File: src/verilog/lsc_pkg.sv
// constants for the led sink control register bank
package lsc_pkg;
  localparam int unsigned NUM_SINKS = 3;
  localparam int unsigned NUM_PINS = 5;
  localparam logic [7:0] ADDR_SINK0 = 8'h7a;
  localparam logic [7:0] ADDR_SINK1 = 8'h7b;
  localparam logic [7:0] ADDR_SINK2 = 8'h7c;
  localparam logic [7:0] CTRL_RST = 8'h00;
  localparam logic [7:0] RDATA_UNMAPPED = 8'h00;
  localparam int unsigned SRC_HI = 7;
  localparam int unsigned SRC_LO = 5;
  localparam int unsigned CNT_HI = 4;
  localparam int unsigned CNT_LO = 0;
  localparam logic [2:0] SRC_OFF = 3'h0;
  localparam logic [2:0] SRC_ON = 3'h1;
  localparam logic [2:0] SRC_CHG = 3'h2;
  localparam logic [2:0] SRC_PIN3 = 3'h3;
  localparam logic [2:0] SRC_PIN7 = 3'h7;
  localparam logic [4:0] CNT_MAX = 5'h18;
  localparam logic [1:0] STEP_0P6 = 2'h0;
  localparam logic [1:0] STEP_1P0 = 2'h1;
  localparam logic [1:0] STEP_1P2 = 2'h2;
  localparam logic [15:0] STEP_UA_0P6 = 16'h0258;
  localparam logic [15:0] STEP_UA_1P0 = 16'h03e8;
  localparam logic [15:0] STEP_UA_1P2 = 16'h04b0;
  localparam logic [15:0] STEP_UA_RSVD = 16'h0000;
endpackage

File: src/verilog/lsc_regs.sv
// led sink control registers: source select and current setting for three sinks
`timescale 1ns/1ps
`default_nettype none

// Summary of operation
// - sink 0 source: 000 off, 001 on, 010 charger, 011..111 pins 3..7
// - sink 1 source uses the same decode as sink 0
// - sink 2 same decode; code 111 taken as pin 7
// - sink 0 current is (step count plus one) times shared step size
// - sink 1 current is (step count plus one) times shared step size
// - sink 2 current is (step count plus one) times shared step size
// - largest step count is 11000, 25 steps; higher codes are clamped
// - step size 00 0.6mA, 01 1.0mA, 10 1.2mA, 11 reserved
module lsc_regs (
  // clock and reset
  input wire logic CLK_SYS,
  input wire logic RST_B,
  // register port
  input wire logic [7:0] REG_ADDR,
  input wire logic REG_WR,
  input wire logic [7:0] REG_WDATA,
  input wire logic REG_RD,
  output logic [7:0] REG_RDATA,
  // neighbour register and internal status
  input wire logic [1:0] SHARED_CURRENT_STEP_SIZE,
  input wire logic CHG_STATUS,
  // multipurpose pins
  input wire logic MULTIPURPOSE_PIN_3,
  input wire logic MULTIPURPOSE_PIN_4,
  input wire logic MULTIPURPOSE_PIN_5,
  input wire logic MULTIPURPOSE_PIN_6,
  input wire logic MULTIPURPOSE_PIN_7,
  // sink controls
  output logic [2:0] SINK_ON,
  output logic [15:0] SINK0_CURRENT_UA,
  output logic [15:0] SINK1_CURRENT_UA,
  output logic [15:0] SINK2_CURRENT_UA
);
  import lsc_pkg::*;

  typedef struct packed {
    logic [NUM_SINKS-1:0][7:0] ctrl;
    logic [NUM_PINS-1:0] sync1;
    logic [NUM_PINS-1:0] sync2;
    logic [NUM_PINS-1:0] sync3;
    logic [NUM_PINS-1:0] pin_f;
    logic [7:0] rdata;
    logic [NUM_SINKS-1:0] on;
    logic [NUM_SINKS-1:0][15:0] cur;
  } lsc_state_s;

  lsc_state_s st_q, st_d;
  logic [NUM_PINS-1:0] pins_in;

  assign pins_in = {MULTIPURPOSE_PIN_7, MULTIPURPOSE_PIN_6, MULTIPURPOSE_PIN_5,
                    MULTIPURPOSE_PIN_4, MULTIPURPOSE_PIN_3};

  // index of the register at an address, NUM_SINKS when unmapped
  function automatic logic [1:0] lsc_decode(input logic [7:0] addr);
    unique case (addr)
      ADDR_SINK0: lsc_decode = 2'h0;
      ADDR_SINK1: lsc_decode = 2'h1;
      ADDR_SINK2: lsc_decode = 2'h2;
      default: lsc_decode = 2'(NUM_SINKS);
    endcase
  endfunction

  function automatic logic lsc_source(input logic [2:0] sel, input logic chg,
                                      input logic [NUM_PINS-1:0] pins);
    unique case (sel)
      SRC_OFF: lsc_source = 1'b0;
      SRC_ON: lsc_source = 1'b1;
      SRC_CHG: lsc_source = chg;
      default: lsc_source = pins[3'(sel - SRC_PIN3)];
    endcase
  endfunction

  function automatic logic [15:0] lsc_step_ua(input logic [1:0] step);
    unique case (step)
      STEP_0P6: lsc_step_ua = STEP_UA_0P6;
      STEP_1P0: lsc_step_ua = STEP_UA_1P0;
      STEP_1P2: lsc_step_ua = STEP_UA_1P2;
      default: lsc_step_ua = STEP_UA_RSVD;
    endcase
  endfunction

  function automatic logic [15:0] lsc_current(input logic [4:0] cnt, input logic [1:0] step);
    logic [4:0] c;
    c = (cnt > CNT_MAX) ? CNT_MAX : cnt;
    lsc_current = 16'((16'(c) + 16'h0001) * lsc_step_ua(step));
  endfunction

  always_comb begin
    logic [1:0] idx;
    idx = lsc_decode(REG_ADDR);
    st_d = st_q;
    // pins come from off-chip: three stages, accept once stages two and three agree
    st_d.sync1 = pins_in;
    st_d.sync2 = st_q.sync1;
    st_d.sync3 = st_q.sync2;
    for (int i = 0; i < NUM_PINS; i++) begin
      if (st_q.sync2[i] == st_q.sync3[i]) begin
        st_d.pin_f[i] = st_q.sync2[i];
      end
    end
    if (REG_WR && idx < 2'(NUM_SINKS)) begin
      st_d.ctrl[idx] = REG_WDATA;
    end
    if (REG_RD) begin
      st_d.rdata = (idx < 2'(NUM_SINKS)) ? st_q.ctrl[idx] : RDATA_UNMAPPED;
    end
    for (int s = 0; s < NUM_SINKS; s++) begin
      st_d.on[s] = lsc_source(st_q.ctrl[s][SRC_HI:SRC_LO], CHG_STATUS, st_q.pin_f);
      st_d.cur[s] = lsc_current(st_q.ctrl[s][CNT_HI:CNT_LO], SHARED_CURRENT_STEP_SIZE);
    end
  end

  always_ff @(posedge CLK_SYS) begin
    if (!RST_B) begin
      st_q <= '0;
      st_q.ctrl <= {NUM_SINKS{CTRL_RST}};
    end else begin
      st_q <= st_d;
    end
  end

  assign REG_RDATA = st_q.rdata;
  assign SINK_ON = st_q.on;
  assign SINK0_CURRENT_UA = st_q.cur[0];
  assign SINK1_CURRENT_UA = st_q.cur[1];
  assign SINK2_CURRENT_UA = st_q.cur[2];
endmodule // lsc_regs

`default_nettype wire

File: config.mk
export PLATFORM = sky130hd
export DESIGN_NAME = lsc_regs
export DESIGN_NICKNAME = d
export VERILOG_FILES = /design/src/verilog/lsc_pkg.sv /design/src/verilog/lsc_regs.sv
export SDC_FILE = /design/constraint.sdc
export NUM_CORES = 1
export LEC_CHECK = 0
export ABC_AREA = 1
export BUFFER_PORTS_ARGS = -buffer_cell sky130_fd_sc_hd__buf_2
export CAP_MARGIN = 0
export CELL_PAD_IN_SITES_DETAIL_PLACEMENT = 1
export CELL_PAD_IN_SITES_GLOBAL_PLACEMENT = 1
export CORE_AREA = 2 2 132 134
export CTS_BUF_LIST = sky130_fd_sc_hd__clkbuf_8
export CTS_CLUSTER_SIZE = 8
export DETAILED_ROUTE_END_ITERATION = 7
export DIE_AREA = 0 0 134 136
export PLACE_DENSITY_LB_ADDON = 0.1
export SLEW_MARGIN = 20
export SYNTH_ARGS = -nofsm -noshare
export SYNTH_HDL_FRONTEND = slang
export SYNTH_SLANG_ARGS = --single-unit
File: constraint.sdc
create_clock -name CLK_SYS -period 6.2 [get_ports CLK_SYS]
set_input_delay 0.62 -clock CLK_SYS [delete_from_list [all_inputs] [get_ports CLK_SYS]]
set_output_delay 0.62 -clock CLK_SYS [all_outputs]
set_load 0.02 [all_outputs]
# After elaboration in Yosys (flattened, before gate mapping)
# Cells that the tools add are included.
# word_totals
reg_bits	103
inputBits	28
out_inout_bits	59
word_cells	76
# op_classes
addsub	6
n_mul	3
magnitude_cmp	9
n_eq_ne	16
mux	20
n_reduce_logical	6
# op_table
cell	n
multiplier 6 x 16 -> 16 bit	3
one-hot mux 11 bit (3 select lines)	1
bitwise mux 24 bit	1
== test 8 x 7 -> 1 bit, second input constant	3
two-way mux 8 bit	3
adder 5 x 1 -> 6 bit, second input constant	3
binary-select mux 8 bit (select 2 bit)	1
demux 8 bit (select 2 bit)	1
greater-than comparator 5 bit, second input constant	3
two-way mux 5 bit	3
less-than comparator 3 x 4 -> 1 bit, second input constant	3
binary-select mux 1 bit (select 3 bit)	3
== test 3 x 1 -> 1 bit, second input constant	3
== test 3 x 2 -> 1 bit, second input constant	3
zero test 3 bit	3
one-hot mux 1 bit (3 select lines)	3
subtractor 3 x 2 -> 3 bit, second input constant	3
one-hot mux 2 bit (3 select lines)	1
== test 1 bit	5
less-than comparator 2 x 3 -> 1 bit, second input constant	1
two-way mux 1 bit	3
== test 2 x 1 -> 1 bit, second input constant	1
== test 2 bit, second input constant	1
greater-or-equal comparator 2 x 1 -> 1 bit, second input constant	1
3 further kinds	4

# Longest topological paths before layout
# depth
depth_word	7
ltp_mapped	23

# Least setup slack after synthesis
# OpenSTA, ideal clock, no wires.
# synth_path
path_type	input-to-reg
startpoint	in SHARED_CURRENT_STEP_SIZE[1]
endpoint	reg st_q, in the netlist SINK0_CURRENT_UA[15]
setup_time_ns	0.113
t_arrival_ns	4.253
path_slack_ns	1.834
stages	21
path_cell_list	inv_1 -> ha_1 -> buf_4 -> inv_2 -> a21oi_1 -> inv_1 -> buf_2 -> nor2_1 -> fa_1 -> fa_1 -> inv_1 -> fa_1 -> inv_1 -> ha_1 -> nand2_1 -> nor3_1 -> nand3_1 -> nand4_1 -> nand2_1 -> nand2_1 -> nor2_1
# synth_via
elab_chain_cells	3
elab_cells_between_ends	5
# synth_rtl
element	line	rtl
start, declared	lsc_regs.sv:25	input wire logic [1:0] SHARED_CURRENT_STEP_SIZE,
== test 2 bit, or another cell as far along	lsc_regs.sv:79	unique case (step)
one-hot mux 11 bit (3 select lines) (*)	lsc_regs.sv:79	
multiplier 6 x 16 -> 16 bit (*)	lsc_regs.sv:90	lsc_current = 16'((16'(c) + 16'h0001) * lsc_step_ua(step));
end signal, assigned	lsc_regs.sv:123	st_q <= st_d;
end, declared	lsc_regs.sv:52	lsc_state_s st_q, st_d;
# Every way passes the cells marked *; elsewhere a longest branch is shown, timed or not.
# A chain may end at the register's enable or synchronous reset.

# Final worst setup path
# layout_path
startpoint	reg st_q[91] in the netlist's numbering
endpoint	reg st_q, in the netlist SINK1_CURRENT_UA[15]
# layout_via
elab_chain_cells	4
# layout_rtl
element	line	rtl
greater-than comparator 5 bit	lsc_regs.sv:89	c = (cnt > CNT_MAX) ? CNT_MAX : cnt;
two-way mux 5 bit (*)	lsc_regs.sv:89	
adder 5 x 1 -> 6 bit (*)	lsc_regs.sv:90	
multiplier 6 x 16 -> 16 bit (*)	lsc_regs.sv:90	
# Marks and branches as above.

==> impl_metrics.toml <==
[run_status]
status = "complete, no violations"

[routing]
vias_per_cell = 4.89
drc = 0
wl_per_cell_um = 14.0
vias = 6508
wl_mm = 18.6
drtIter0Drc = 193
firstDrtPassIters = 4
ant_nets = 0

[clock_tree]
cts_setup_buffers = 0
numCtsBuffers = 9
path_clk_slew_ns = 0.10
cts_tree = "done"
clk_latency_ns = 0.38
cts_resized = 0
cts_max_level = 3
clkSinkCount = 94
cts_hold_buf = 0
cts_max_path_buffers = 2
cts-root-buf = "clkbuf_8"

[timing]
setup-tns-final_ns = 0
drv_slew = 0
hold_violations = 0
setup_viol = 0
rsz0062_at_grt = "false"
slew_headroom = 0.283
fin_crit_sh = 0.787
clock.fmax_mhz = 205
period_minus_slack_ns = 4.88
finClkSkew_ns = 0.0108
tightest_slew_ns = 1.07
holdWs_ns = 0.412

[power]
p_comb_frac = 0.195
power_density_nw_per_um2 = 150
seq_power_share = 0.495
switchingPower_mw = 0.420
p_sw_frac = 0.329
pwr-share-clk = 0.310
totalPowerFinal_mw = 1.28
power.internal_mw = 0.859
irDropWorstVdd_uv = 88.0
p_leak_nw = 4.48

[global_routing]
overflow = 0
antenna_found_initial = 0
grt_pass1_vias = 6621
grt.total_usage = 0.216
grt_pass1_wl_mm = 31.4
grt_start_max_net_pins = 73

[critical_path]
critPathMaxStageDelay_ns = 0.53
path_delay_family = "adder cells"
worstPathBufferInverterCount = 6
crit_chain = "nand2_1, inv_1, nor2_1, ha_1, nand2_1, o21ai_0, inv_1, nor2_1, inv_1, fa_1, inv_1, fa_1, inv_1, fa_1, inv_1, ha_1, a21oi_1, o21ai_0, nand2_1, nand4_1, nand2_1, nand2_1, nor2_1"
worst_path_most_repeated_cell = "inv_1"
cp.arrival_ns = 5.20
critPathCaptureType = "register"
path_max_fanout = 6
worst_setup_path_start_kind = "register"
cp_slowest_cell = "fa_1"
crit_type = "register to register"
cp.required_ns = 6.52

[synth]
syn_inst = 1062
async_flop_share = 0
ys_ff_latch = 94
syn_avg_cell_area_um2 = 7.62
synth_area_leaders = "dfxtp_1, fa_1, ha_1, inv_1, nand2_1"
yosys.area.top_type = "dfxtp_1"
synth_area_um2 = 8100
synth-seq-area-share = 0.232
synthFlopType = "dfxtp_1"
yosys_warnings = 0
synth-edff-count = 0
synth_top_area_share = 0.232
synthDistinctLibCells = 36

[layout]
final_cell_mix = "inv_1, nand2_1, nor2_1"
regArea_um2 = 1880
n_fill_cell = 2196
fin_nets = 1282
layout_commonest_cell = "inv_1"
multiInputGateArea_um2 = 4960
final_area_um2 = 8530
antennaDiodeCount = 0
drive_gt1_frac = 0.101
layoutNonFillerInstCount = 1330
area_growth_syn_to_layout_pct = 5.33

[place]
placedCellCount = 1314
dp_hpwl_mm = 15.1
placed_cell_area_um2 = 8340
io_buffers = 77
gp_congestion = 0.872

[floorplan]
dieHeight_um = 136
die_x_um = 134
start_util = 0.480
ioPinCount = 87
core_area_um2 = 16900
rows = 48
dieArea_um2 = 18200

[flow_run]
drv_cap = 0

[worst_hold_path]
min_path_type = "input port to register"
## synth_stat cells (2+ instances only)
cell,n
nand3_1,46
nand4_1,6
buf_2,3
o211ai_1,3
a31oi_1,5
inv_1,216
nor2_4,4
xnor2_1,8
clkbuf_1,13
o21a_1,4
nor2_1,107
o21ai_0,51
o22ai_1,3
ha_1,84
nand2_2,2
inv_2,2
nand2_1,160
or2_2,6
fa_1,70
xor2_1,5
a21oi_1,86
o21bai_1,3
buf_4,61
dfxtp_1,94
conb_1,2
o21ai_1,2
nor3_1,7
## state kept, by name (all words and copies together), names as in the netlist
signal,flops
SINK0_CURRENT_UA,13
SINK2_CURRENT_UA,13
SINK_ON,3
st_q,34
SINK1_CURRENT_UA,13
st_d,10
REG_RDATA,8
## logic make-up after synthesis
kind of cell | count (synthesis) | synth area share
other | 2 | 0.000928
XOR/XNOR | 13 | 0.0141
adder cells (fa/ha/maj) | 154 | 0.303
buffers and inverters | 297 | 0.167
flip-flops | 94 | 0.232
AND/OR/NAND/NOR | 343 | 0.178
AO/OA/AOI/OAI | 159 | 0.104
## tightest hold or removal path, delay by kind of cell
family	cells	cell delay, ns
AND/OR/NAND/NOR	1	0.04
buffers and inverters	2	0.11
## power by group through the flow
stage               Combinational (mW)  Clock [mW]  Sequential, mW
floorplan                        0.207           0           0.647
global placement                 0.244           0           0.647
detailed placement               0.250           0           0.647
CTS                              0.253       0.416           0.634
global route                     0.286       0.436           0.635
finish                           0.249       0.397           0.633
## cell type report
class | count | share of cell area
clock buffer | 9 | 0.0145
clock inverter | 7 | 0.00719
inverter | 219 | 0.0964
multi-input combinational | 697 | 0.581
sequential | 94 | 0.221
tap | 225 | 0.0330
timing repair buffer | 79 | 0.0469
## final timing paths
path	start	to	slack (ns)	depth (start not counted)
max	st_q[91]	SINK1_CURRENT_UA[15]	1.32	23
min reg2reg	st_d[72]	st_d[67]	0.42	2
max reg2reg	st_q[91]	SINK1_CURRENT_UA[15]	1.32	23
min	MULTIPURPOSE_PIN_3	st_d[69]	0.41	3
## metrics by stage
| step | worst slack, ns | util |
|---|---|---|
| 4_1_cts | 1.30 | 0.505 |
| 6_report | 1.32 | 0.505 |
| 2_1_floorplan | 1.83 | - |
| 3_5_place_dp | 0.946 | 0.494 |
| 3_3_place_gp | 1.17 | 0.494 |
| 5_1_grt | 0.772 | 0.505 |
## metal layers
layer	wire [um]	vias to the layer above	GRT usage
li1	-	3275	-
met3	573	29	0.0350
met4	447	0	0.0745
met2	8750	99	0.368
met5	0	-	0
met1	8800	3105	0.278
Note: power is estimated with default switching activity, not from simulation.
